File: src/logic/sps_defines.svh
// Constants of the scratch memory and its status area.
// Assumes one clock, byte-wide locations, 8-bit location numbers.
//
// Notes on behaviour
// - Scratch memory reached only by its read and write commands, never by name.
// - Small variant: location 63 low nibble holds running program slot.
// - Large variant: location 127 holds running slot low, data slot high.
// - Locations 128-131 hold per-pin trigger flags: main lo, main hi, aux lo, hi.
// - Location 132 low nibble shows last polling-mode command mode.
// - Location 133 low three bits show polled-run slot.
// - Location 134 bit 0 shows active pin group, 1 means auxiliary.
// - Location 135 bit 0 shows polled outputs enabled.
// - Location 135 bit 1 shows at least one polled input defined.
// - Location 135 bit 2 shows polled-run action enabled.
// - Location 135 bit 3 shows latch mode, 0 is real-time.
// - Location 135 bit 4 reads 1 while any polled input triggered.
// - Location 135 bit 5 reads 1 once an output signal latched.
// - Location 135 bit 6 set by poll-wait event, cleared only by polling-mode command.
// - Location 135 bit 7 reads 1 while polling active.
// - Running-slot nibble is read-only and always current.
// - Word read fetches two sequential locations, low byte first.
`ifndef SPS_DEFINES_SVH
`define SPS_DEFINES_SVH

`define SPS_LOC_SLOT_SMALL 8'h3F
`define SPS_LOC_SLOT_LARGE 8'h7F
`define SPS_LOC_TRIG_MAIN_LO 8'h80
`define SPS_LOC_TRIG_MAIN_HI 8'h81
`define SPS_LOC_TRIG_AUX_LO 8'h82
`define SPS_LOC_TRIG_AUX_HI 8'h83
`define SPS_LOC_POLL_MODE 8'h84
`define SPS_LOC_RUN_SLOT 8'h85
`define SPS_LOC_PIN_GROUP 8'h86
`define SPS_LOC_POLL_STATE 8'h87
`define SPS_MEM_DEPTH 127
`define SPS_MEM_AW 7

`define SPS_BIT_OUT_EN 0
`define SPS_BIT_IN_DEF 1
`define SPS_BIT_RUN_EN 2
`define SPS_BIT_LATCH_MODE 3
`define SPS_BIT_ANY_TRIG 4
`define SPS_BIT_LATCHED 5
`define SPS_BIT_WAIT 6
`define SPS_BIT_POLLING 7

`define SPS_RST_MODE 4'h0
`define SPS_RST_RUN_SLOT 3'h0

`endif

File: src/logic/sps_pkg.sv
// Types shared by the scratch memory block.
// Assumes sps_defines.svh for all figures.
package sps_pkg;

    typedef enum logic [4:0] {
        ST_IDLE     = 5'h01,
        ST_FETCH_LO = 5'h02,
        ST_TAKE_LO  = 5'h04,
        ST_FETCH_HI = 5'h08,
        ST_TAKE_HI  = 5'h10
    } sps_state_t;

    typedef logic [7:0] sps_byte_t;

endpackage

File: src/logic/sps_mem_if.sv
// Link between the controller and its byte store.
// Assumes both ends share one clock.
`timescale 1ns/10ps
`include "sps_defines.svh"

interface sps_mem_if;
    logic                     we;
    logic [`SPS_MEM_AW-1:0]   addr;
    logic [7:0]               wdata;
    logic [7:0]               rdata;

    modport ctrl (output we, output addr, output wdata, input rdata);
    modport store (input we, input addr, input wdata, output rdata);
endinterface

File: src/logic/sps_bank.sv
// Scratch memory with read-only status area at its top.
// Assumes command and polling inputs come from logic on clk.
`timescale 1ns/10ps
`include "sps_defines.svh"

module sps_bank
    import sps_pkg::*;
#(
    parameter bit LARGE_VARIANT = 1'b1
) (
    // Clock and reset
    input  wire logic        clk,
    input  wire logic        rst,
    // Command port
    input  wire logic        cmdValid,
    input  wire logic        cmdWrite,
    input  wire logic        cmdWord,
    input  wire logic [7:0]  cmdAddr,
    input  wire logic [7:0]  cmdWrData,
    output logic             cmdReady,
    output logic             rdValid,
    output logic [15:0]      rdData,
    output logic             cmdErr,
    // Program slots
    input  wire logic [3:0]  runSlot,
    input  wire logic [3:0]  dataSlot,
    // Polling logic
    input  wire logic [15:0] trigMain,
    input  wire logic [15:0] trigAux,
    input  wire logic        pollModeCmd,
    input  wire logic [3:0]  pollModeCode,
    input  wire logic        pollOutEnable,
    input  wire logic        pollRunEnable,
    input  wire logic        pollRunCmd,
    input  wire logic [2:0]  pollRunSlot,
    input  wire logic        auxGroupActive,
    input  wire logic        polledInputsDefined,
    input  wire logic        latchMode,
    input  wire logic        signalLatched,
    input  wire logic        pollWaitEvent,
    input  wire logic        pollingActive
);

    ////////////////////////////////////////////////////////////////
    // Address map

    localparam logic [7:0] SLOT_LOC = LARGE_VARIANT ?
        `SPS_LOC_SLOT_LARGE : `SPS_LOC_SLOT_SMALL;
    localparam logic [7:0] LAST_LOC = LARGE_VARIANT ?
        `SPS_LOC_POLL_STATE : `SPS_LOC_SLOT_SMALL;

    function automatic logic isGeneral(input logic [7:0] a);
        isGeneral = (a < SLOT_LOC);
    endfunction

    function automatic logic inRange(input logic [7:0] a);
        inRange = (a <= LAST_LOC);
    endfunction

    ////////////////////////////////////////////////////////////////
    // State

    sps_state_t  state_r;
    sps_state_t  state_nxt;
    logic [7:0]  addr_r;
    logic [7:0]  addr_nxt;
    logic        word_r;
    logic        err_r;
    logic        err_nxt;
    logic [7:0]  loByte_r;
    logic [3:0]  mode_r;
    logic [2:0]  runSel_r;
    logic        outEn_r;
    logic        runEn_r;
    logic        waitFlag_r;
    logic        waitFlag_nxt;
    logic        cmdReady_r;
    logic        rdValid_r;
    logic [15:0] rdData_r;
    logic        cmdErr_r;

    sps_mem_if memBus ();

    sps_mem u_mem (
        .clk  (clk),
        .port (memBus.store)
    );

    ////////////////////////////////////////////////////////////////
    // Command decode

    wire accept   = cmdValid && cmdReady_r;
    wire wrAccept = accept && cmdWrite;
    wire rdAccept = accept && !cmdWrite;
    // Status area and unmapped locations refuse writes
    wire wrLegal  = isGeneral(cmdAddr);
    wire rdLegal  = inRange(cmdAddr);

    // Only the command port reaches the store
    assign memBus.we    = wrAccept && wrLegal;
    assign memBus.addr  = wrAccept ? cmdAddr[`SPS_MEM_AW-1:0]
                        : (isGeneral(addr_r) ? addr_r[`SPS_MEM_AW-1:0]
                                             : {`SPS_MEM_AW{1'b0}});
    assign memBus.wdata = cmdWrData;

    ////////////////////////////////////////////////////////////////
    // Status bytes

    wire anyTrig = (|trigMain) || (|trigAux);

    wire [7:0] slotByte = LARGE_VARIANT ? {dataSlot, runSlot}
                                        : {4'h0, runSlot};

    wire [7:0] pollState = {
        pollingActive,
        waitFlag_r,
        signalLatched,
        anyTrig,
        latchMode,
        runEn_r,
        polledInputsDefined,
        outEn_r
    };

    logic [7:0] statByte;
    always_comb begin
        case (addr_r)
            `SPS_LOC_TRIG_MAIN_LO: statByte = trigMain[7:0];
            `SPS_LOC_TRIG_MAIN_HI: statByte = trigMain[15:8];
            `SPS_LOC_TRIG_AUX_LO:  statByte = trigAux[7:0];
            `SPS_LOC_TRIG_AUX_HI:  statByte = trigAux[15:8];
            `SPS_LOC_POLL_MODE:    statByte = {4'h0, mode_r};
            `SPS_LOC_RUN_SLOT:     statByte = {5'h00, runSel_r};
            `SPS_LOC_PIN_GROUP:    statByte = {7'h00, auxGroupActive};
            `SPS_LOC_POLL_STATE:   statByte = pollState;
            default:               statByte = 8'h00;
        endcase
    end

    // Slot location overrides stored data: always the live slot
    wire [7:0] pickByte = !inRange(addr_r) ? 8'h00
                        : isGeneral(addr_r) ? memBus.rdata
                        : (addr_r == SLOT_LOC) ? slotByte
                        : statByte;

    wire [7:0] nextAddr = addr_r + 8'h01;
    wire       hiLegal  = inRange(nextAddr) && (addr_r != 8'hFF);

    ////////////////////////////////////////////////////////////////
    // Read sequencer

    always_comb begin
        state_nxt = state_r;
        addr_nxt  = addr_r;
        err_nxt   = err_r;
        case (state_r)
            ST_IDLE: begin
                if (rdAccept) begin
                    state_nxt = ST_FETCH_LO;
                    addr_nxt  = cmdAddr;
                    err_nxt   = !rdLegal;
                end
            end
            ST_FETCH_LO: state_nxt = ST_TAKE_LO;
            ST_TAKE_LO: begin
                if (word_r) begin
                    state_nxt = ST_FETCH_HI;
                    addr_nxt  = nextAddr;
                    err_nxt   = err_r || !hiLegal;
                end else begin
                    state_nxt = ST_IDLE;
                end
            end
            ST_FETCH_HI: state_nxt = ST_TAKE_HI;
            ST_TAKE_HI:  state_nxt = ST_IDLE;
            default:     state_nxt = ST_IDLE;
        endcase
    end

    wire finish  = (state_r == ST_TAKE_HI) ||
                   ((state_r == ST_TAKE_LO) && !word_r);
    wire [15:0] result = (state_r == ST_TAKE_HI)
                       ? {pickByte, loByte_r}
                       : {8'h00, pickByte};

    always_ff @(posedge clk) begin
        if (rst) begin
            state_r <= ST_IDLE;
            addr_r  <= 8'h00;
            err_r   <= 1'b0;
        end else begin
            state_r <= state_nxt;
            addr_r  <= addr_nxt;
            err_r   <= err_nxt;
        end
    end

    always_ff @(posedge clk) begin
        if (rst) begin
            word_r   <= 1'b0;
            loByte_r <= 8'h00;
        end else begin
            if (rdAccept) begin
                word_r <= cmdWord;
            end
            if (state_r == ST_TAKE_LO) begin
                loByte_r <= pickByte;
            end
        end
    end

    ////////////////////////////////////////////////////////////////
    // Answer registers

    always_ff @(posedge clk) begin
        if (rst) begin
            cmdReady_r <= 1'b0;
            rdValid_r  <= 1'b0;
            rdData_r   <= 16'h0000;
            cmdErr_r   <= 1'b0;
        end else begin
            cmdReady_r <= (state_nxt == ST_IDLE);
            rdValid_r  <= finish;
            if (finish) begin
                rdData_r <= result;
            end
            // Refused write or unmapped read, one-cycle pulse
            cmdErr_r <= (wrAccept && !wrLegal) || (finish && err_r);
        end
    end

    assign cmdReady = cmdReady_r;
    assign rdValid  = rdValid_r;
    assign rdData   = rdData_r;
    assign cmdErr   = cmdErr_r;

    ////////////////////////////////////////////////////////////////
    // Polling configuration

    // Event wins over the clearing command in the same cycle
    assign waitFlag_nxt = pollWaitEvent ||
                          (waitFlag_r && !pollModeCmd);

    always_ff @(posedge clk) begin
        if (rst) begin
            mode_r     <= `SPS_RST_MODE;
            runSel_r   <= `SPS_RST_RUN_SLOT;
            outEn_r    <= 1'b0;
            runEn_r    <= 1'b0;
            waitFlag_r <= 1'b0;
        end else begin
            if (pollModeCmd) begin
                mode_r  <= pollModeCode;
                outEn_r <= pollOutEnable;
                runEn_r <= pollRunEnable;
            end
            if (pollRunCmd) begin
                runSel_r <= pollRunSlot;
            end
            waitFlag_r <= waitFlag_nxt;
        end
    end
endmodule

File: src/logic/sps_mem.sv
// General-purpose byte store of the scratch memory.
// Assumes addresses below the depth; read data registered.
`timescale 1ns/10ps
`include "sps_defines.svh"

module sps_mem (
    // Clock
    input wire logic clk,
    // Store side
    sps_mem_if.store port
);

    logic [7:0] cells [0:`SPS_MEM_DEPTH-1];

    // No reset: contents are undefined until written
    always_ff @(posedge clk) begin
        if (port.we) begin
            cells[port.addr] <= port.wdata;
        end
        port.rdata <= cells[port.addr];
    end

endmodule

File: config.mk
export PLATFORM = sky130hd
export DESIGN_NAME = sps_bank
export DESIGN_NICKNAME = d
export VERILOG_FILES = /design/src/logic/sps_pkg.sv /design/src/logic/sps_mem_if.sv /design/src/logic/sps_bank.sv /design/src/logic/sps_mem.sv
export VERILOG_INCLUDE_DIRS = /design/src /design/src/logic
export SDC_FILE = /design/constraint.sdc
export NUM_CORES = 1
export LEC_CHECK = 0
export BUFFER_PORTS_ARGS = -buffer_cell sky130_fd_sc_hd__buf_2
export CAP_MARGIN = 10
export CELL_PAD_IN_SITES_DETAIL_PLACEMENT = 0
export CELL_PAD_IN_SITES_GLOBAL_PLACEMENT = 1
export CORE_ASPECT_RATIO = 1.75
export CORE_MARGIN = 2
export CORE_UTILIZATION = 46
export CTS_BUF_LIST = sky130_fd_sc_hd__clkbuf_16
export DETAILED_ROUTE_END_ITERATION = 6
export PLACE_DENSITY = 0.71
export SLEW_MARGIN = 20
export SYNTH_ARGS = -nofsm -noshare
export SYNTH_HDL_FRONTEND = slang
export SYNTH_SLANG_ARGS = --single-unit
File: constraint.sdc
create_clock -name clk -period 6.39 [get_ports clk]
set_input_delay 0.3195 -clock clk [delete_from_list [all_inputs] [get_ports clk]]
set_output_delay 0.3195 -clock clk [all_outputs]
set_load 0.005 [all_outputs]
==> flow_metrics.tcl, run 1 <==
set metrics [dict create \
    cts_tree "built" \
    cts_sinks 1076 \
    timing.setup.critical_path_class "reg2reg" \
    ir_drop_mv 0.212 \
    timing.rr.end "u_mem.port.rdata[5]" \
    hpwlAfterDp_um 82500 \
    synth-warning-count 0 \
    cts.root.buffer_cell "sky130_fd_sc_hd__clkbuf_16" \
    cp_cell_sequence "nand3_1, o211a_1, nor2_4, buf_12, nor3_4, buf_12, a22o_1, nor4_1, o21ai_0, nor4_2, buf_4, nor4_1" \
    status "completed" \
    clock_power_share 0.377 \
    worst_pin_slew_ns 1.08 \
    rrSetupSlack_ns 1.59 \
    globalplace.congestion 0.979 \
    rsz0062_at_grt "no" \
    synth-seq-cells 1076 \
    p_sw_frac 0.245 \
    final.period_utilization 0.751 \
    holdPathStages 3 \
    crit_path_launch "cmdReady" \
    synth-edff-count 1016 \
    cp_max_fo 40 \
    setup.worst_path.start_class "flip-flop" \
    drcViolationCount 0 \
    mappedNetlistArea_um2 41300 \
    timing.critical_path.slowest_stage_cell "sky130_fd_sc_hd__nor4_2" \
    fp.coreArea_um2 89100 \
    finalSetupTns_ns 0 \
    floorplan.die_area_um2 92300 \
    clk_latency_ns 0.71 \
    initial_utilization 0.464 \
    n_antenna_cell 0 \
    numCtsBuffers 91 \
    first_pass_grt_wire_length_um 183000 \
    total_global_routing_track_utilization 0.276 \
    ff2ff_path_depth 12 \
    clock_skew_ns 0.0246 \
    drv_slew 0 \
    initial_antenna_violation_count 2 \
    drt-initial-drc-count 2907 \
    path_type_of_the_worst_min_delay_path "in2reg" \
    post-route-util 0.529 \
    synth_fp_nets 2745 \
    first_global_vias 26100 \
    worst_setup_hold_path_clk_slew_ns 0.07 \
    finalCriticalPeriod_ns 4.80 \
    h-tree-depth 3 \
    netlist_instances 2663 \
    library_cells_used_by_synthesis 70 \
    layout_common_cells "sky130_fd_sc_hd__edfxtp_1, sky130_fd_sc_hd__nand2_1, sky130_fd_sc_hd__nor2_1" \
    finalWirelength_um 129000 \
    synthArstFlopShare 0 \
    synth_sequential_area_ratio 0.768 \
    final_antenna_net_count 0 \
    max-slew-margin-rel 0.263 \
    power.net_switching_uw 3670 \
    via_count 26000 \
    power_report.internal_total_uw 11300 \
    worst_setup_path_end_kind "flip-flop" \
    layout_commonest_cell "sky130_fd_sc_hd__edfxtp_1" \
    critical_path.endpoint "u_mem.port.rdata[5]" \
    leakage_uw 0.0151 \
    seqPwrFrac 0.520 \
    design.final.nets 2930 \
    clockBufferDepth 3 \
    postLayoutCellArea_um2 47100 \
    share_of_final_layout_standard_cells_stronger_than_drive_strength_1 0.141 \
    boundary_pins 97 \
    grt_overflow_total 0 \
    die-height_um 400 \
    placedInstanceArea_um2 43900 \
    maxClockFrequency_ghz 0.208 \
    chipWidth_um 231 \
    timing.critical_path.arrival_ns 5.35 \
    pin_count_of_the_biggest_net_entering_global_routing 88 \
    synth_flop_cell "sky130_fd_sc_hd__edfxtp_1" \
    post_cts.repair.setup_buffers 0 \
    cpPeakStageDelay_ns 0.68 \
    cp_data_required_time_ns 6.94 \
    power.total_uw 15000 \
    syn_area_per_cell_um2 15.5 \
    drt_first_pass_iters 6 \
    finalHoldViolations 0 \
    combPwrFrac 0.102 \
    detail_route.wl_per_cell_um 31.5 \
    buffer_ports.inserted 96 \
    timing.max_cap.violations 0 \
    powerDensity_nw_per_um2 318 \
    post_drt_via_cell_ratio 6.33 \
    critical_path.reg2reg.startpoint "cmdReady" \
    core.rowCount 145 \
    final.hold.worst_slack_ns 0.0255 \
    areaGrowthSynthToFinish_pct 14.1 \
    report.final.setup_viol 0 \
]
[cells by family after synthesis]
kind of cell / count (synthesis) / synth area share
AOI/OAI and AO/OA: 781 / 0.138
xor gates and xnor gates: 1 / 0.000212
adders and majority gates: 4 / 0.00121
buffers and inverters: 178 / 0.0187
DFF: 1076 / 0.768
muxes: 49 / 0.0121
and+or+nand+nor: 574 / 0.0620
[synthesized netlist by cell type, types with 13 or more instances]
master,count,share of area
sky130_fd_sc_hd__nor4_1,57,0.0086
sky130_fd_sc_hd__edfxtp_1,1016,0.74
sky130_fd_sc_hd__a31oi_1,47,0.0071
sky130_fd_sc_hd__a21oi_1,151,0.018
sky130_fd_sc_hd__a222oi_1,13,0.0032
sky130_fd_sc_hd__mux2i_1,42,0.010
sky130_fd_sc_hd__buf_1,13,0.0012
sky130_fd_sc_hd__o22ai_1,22,0.0033
sky130_fd_sc_hd__a22o_1,144,0.031
sky130_fd_sc_hd__and3_1,14,0.0021
sky130_fd_sc_hd__nand2_1,220,0.020
sky130_fd_sc_hd__o21ai_0,54,0.0065
sky130_fd_sc_hd__nand3_1,38,0.0046
sky130_fd_sc_hd__dfxtp_1,60,0.029
sky130_fd_sc_hd__a221oi_1,76,0.016
sky130_fd_sc_hd__nor2_1,191,0.017
sky130_fd_sc_hd__clkbuf_1,89,0.0081
sky130_fd_sc_hd__a22oi_1,181,0.033
sky130_fd_sc_hd__buf_2,65,0.0079
sky130_fd_sc_hd__nand4_1,16,0.0024
sky130_fd_sc_hd__a41oi_1,14,0.0030
[final cells by class]
cell class / count / area [um2]
Clock inverter: 76 / 657
Clock buffer: 94 / 2350
Tap cell: 1176 / 1470
Fill cell: 7195 / 42000
Timing Repair Buffer: 264 / 1930
Multi-Input combinational cell: 1409 / 8980
Sequential cell: 1076 / 31700
Inverter: 6 / 22.5
[per-layer routing]
metal	routed length, um	GRT usage
met2	67900	0.496
met3	8610	0.0460
met4	8980	0.172
met1	43700	0.302
met5	0	0
[worst min-delay path by stage]
stage            startpoint                 to  slack (ns)
2_1_floorplan  cmdWrData[0]  u_mem.cells[0][0]        0.42
3_3_place_gp    loByte_r[2]        loByte_r[2]        0.44
3_5_place_dp    loByte_r[2]        loByte_r[2]        0.45
4_1_cts         pollModeCmd            outEn_r       0.005
5_1_grt         pollModeCmd          mode_r[1]        0.05
6_report        pollModeCmd            outEn_r        0.03
[what timing repair did]
action / in CTS / in global routing
hold buffers: 19 / 0
gates resized for setup: 0 / 0
hold endpoints to repair: 14 / 0
[state kept, by name (all words and copies together), names as in the netlist]
| signal | count |
|---|---|
| addr_r | 8 |
| cmdErr | 1 |
| cmdReady | 1 |
| err_r | 1 |
| loByte_r | 8 |
| mode_r | 4 |
| outEn_r | 1 |
| rdData | 16 |
| rdValid | 1 |
| runEn_r | 1 |
| runSel_r | 3 |
| state_r | 5 |
| u_mem.cells | 1016 |
| u_mem.port.rdata | 8 |
| waitFlag_r | 1 |
| word_r | 1 |
[per-stage QoR]
| stage | instances | worst slack, ns |
|---|---|---|
| 2_1_floorplan | 2663 | 3.15 |
| 3_3_place_gp | 3909 | 0.877 |
| 3_5_place_dp | 3912 | 1.34 |
| 4_1_cts | 4101 | 1.41 |
| 5_1_grt | 4101 | 1.48 |
| 6_report | 4101 | 1.59 |
[power by group through the flow]
stage | sequential, uW | combinational, uW | clock, uW
floorplan | 7900 | 764 | 0
global placement | 7950 | 1470 | 0
detailed placement | 7950 | 1490 | 0
CTS | 7790 | 1500 | 5710
global route | 7790 | 1580 | 5950
finish | 7790 | 1530 | 5650
[critical path: cells and delay by family, from the launching register on]
kind / cells / cell delay (ns)
AOI/OAI and AO/OA: 3 / 0.90
buffers and inverters: 3 / 0.75
DFF: 1 / 0.44
and+or+nand+nor: 6 / 2.51
Power figures use the tool's default switching activity.
==> run 2, diff against run 1 <==
- PLACE_DENSITY: 0.71 -> 0.74
- clock period: 6.39 -> 4.05 ns (I/O delays scaled with it)
==> flow_metrics.tcl, run 2 (same netlist as run 1, synthesis figures left out) <==
set metrics [dict create \
    status "completed" \
    crit_path_launch "addr_r[1]" \
    fillCellCount 7090 \
    clock_skew_ns 0.0209 \
    largest_register "u_mem.cells" \
    worst_pin_slew_ns 1.11 \
    floorplan.die_area_um2 92300 \
    hpwlAfterDp_um 91000 \
    share_of_final_layout_standard_cells_stronger_than_drive_strength_1 0.177 \
    holdPathStages 2 \
    layout.cells.non_filler 4219 \
    cp_data_required_time_ns 4.62 \
    timing.setup.critical_path_class "reg2reg" \
    finalWirelength_um 135000 \
    first_global_vias 26800 \
    finalHoldViolations 0 \
    largest_register_ff_count 1016 \
    design.final.nets 3050 \
    drt_first_pass_iters 6 \
    initial_antenna_violation_count 3 \
    critical_path.reg2reg.startpoint "addr_r[1]" \
    clockBufferDepth 3 \
    via_count 26900 \
    maxClockFrequency_ghz 0.255 \
    final_antenna_net_count 0 \
    timing.rr.end "u_mem.port.rdata[4]" \
    setup.worst_path.start_class "flip-flop" \
    worst_setup_path_end_kind "flip-flop" \
    ff2ff_path_depth 14 \
    finalCriticalPeriod_ns 3.92 \
    powerDensity_nw_per_um2 490 \
    h-tree-depth 3 \
    timing.max_cap.violations 0 \
    drt-initial-drc-count 2912 \
    total_global_routing_track_utilization 0.292 \
    cp_max_fo 12 \
    grt_overflow_total 0 \
    leakage_uw 0.0157 \
    rrSetupSlack_ns 0.13 \
    dp_cells 4017 \
    layout_commonest_cell "sky130_fd_sc_hd__edfxtp_1" \
    final.hold.worst_slack_ns 0.0424 \
    final.period_utilization 0.967 \
    clk_latency_ns 0.69 \
    buffer_ports.inserted 96 \
    first_pass_grt_wire_length_um 192000 \
    post_drt_via_cell_ratio 6.37 \
    rsz0062_at_grt "no" \
    die-height_um 400 \
    report.final.setup_viol 0 \
    global_route.usage.met2 0.521 \
    cts.root.buffer_cell "sky130_fd_sc_hd__clkbuf_16" \
    initial_utilization 0.464 \
    cts_sinks 1076 \
    cts_tree "built" \
    drcViolationCount 0 \
    detail_route.wl_per_cell_um 32.1 \
    layout_common_cells "sky130_fd_sc_hd__edfxtp_1, sky130_fd_sc_hd__buf_4, sky130_fd_sc_hd__nand2_1" \
    post-route-util 0.541 \
    worst_setup_hold_path_clk_slew_ns 0.07 \
    terminating_pin_of_the_worst_hold_path "addr_r[3]" \
    pin_count_of_the_biggest_net_entering_global_routing 101 \
    drv_slew 0 \
    ir_drop_mv 0.389 \
    numCtsBuffers 89 \
    timing.hold.worst.start "rst" \
    areaGrowthSynthToFinish_pct 16.8 \
    use_met3 0.0518 \
    core.rowCount 145 \
    global_route.peak_usage_layer "met2" \
    path_type_of_the_worst_min_delay_path "in2reg" \
    max-slew-margin-rel 0.257 \
    boundary_pins 97 \
    chipWidth_um 231 \
    globalplace.congestion 0.982 \
    timing.critical_path.arrival_ns 4.49 \
    fp.coreArea_um2 89100 \
    fraction_of_met1_tracks_used_by_global_routing 0.312 \
]
[run 2: changes by cell type in the layout (fill, tap and decap cells not counted), moves of 4 or more]
cell,change
sky130_fd_sc_hd__buf_12,+15
sky130_fd_sc_hd__buf_4,+94
sky130_fd_sc_hd__clkbuf_16,-4
sky130_fd_sc_hd__clkinv_1,-8
sky130_fd_sc_hd__clkinv_2,+11
sky130_fd_sc_hd__dlygate4sd3_1,+12
sky130_fd_sc_hd__inv_1,-7
sky130_fd_sc_hd__nor4_1,-7
sky130_fd_sc_hd__nor4_2,+6
[run 2: routing by layer]
layer | up-vias | routed length (um)
met5 | - | 0
met1 | 13600 | 43400
met2 | 1523 | 71100
met3 | 425 | 10200
met4 | 0 | 10600
li1 | 11300 | -
[run 2: what timing repair did]
action	4_1_cts	5_1_grt
hold buffers	31	0
hold endpoints to repair	57	0
setup buffers	0	5
resized for setup	1	2
pin swaps	0	2
setup endpoints to repair	1	6
[run 2: per-stage QoR]
stage,area [um2],setup WS (ns),power [uW],TNS [ns]
finish,48200,0.135,23600,0
global route,48200,0.0140,24200,0
CTS,48100,0.0448,23600,0
detailed placement,44900,-0.0513,15100,-0.0513
global placement,44800,-0.787,15100,-3.20
floorplan,41300,0.813,13700,0
[run 2: critical path, stage by stage, from the launching register on]
cell	delay, ns
sky130_fd_sc_hd__dfxtp_1	0.41
sky130_fd_sc_hd__ha_1	0.26
sky130_fd_sc_hd__nand4_4	0.16
sky130_fd_sc_hd__o211a_1	0.33
sky130_fd_sc_hd__a21oi_4	0.35
sky130_fd_sc_hd__buf_4	0.22
sky130_fd_sc_hd__nor2_4	0.11
sky130_fd_sc_hd__buf_4	0.24
sky130_fd_sc_hd__buf_4	0.17
sky130_fd_sc_hd__a221oi_1	0.67
sky130_fd_sc_hd__a21oi_1	0.15
sky130_fd_sc_hd__buf_4	0.18
sky130_fd_sc_hd__nor4_2	0.23
sky130_fd_sc_hd__buf_4	0.24
sky130_fd_sc_hd__nor4_1	0.06
[run 2: power by group]
group          switching (uW)  internal [uW]
Combinational            1810            871
Clock                    3960           4720
Sequential               80.8          12200
[run 2: worst max path at each step]
| stage | to | slack, ns | cells after the start |
|---|---|---|---|
| 2_1_floorplan | u_mem.cells[54][0] | 0.81 | 12 |
| 3_3_place_gp | u_mem.port.rdata[1] | -0.79 | 12 |
| 3_5_place_dp | u_mem.port.rdata[0] | -0.05 | 13 |
| 4_1_cts | u_mem.port.rdata[5] | 0.04 | 12 |
| 5_1_grt | u_mem.port.rdata[3] | 0.01 | 12 |
| 6_report | u_mem.port.rdata[4] | 0.13 | 14 |
[run 2: area by class of cell]
type / count / area, um2 / share of cell area
Sequential cell: 1076 / 31700 / 0.657
Clock inverter: 73 / 658 / 0.0136
Inverter: 6 / 22.5 / 0.000467
Multi-Input combinational cell: 1409 / 9040 / 0.187
Antenna cell: 3 / 7.51 / 0.000156
Tap cell: 1176 / 1470 / 0.0305
Clock buffer: 90 / 2250 / 0.0467
Timing Repair Buffer: 386 / 3070 / 0.0637
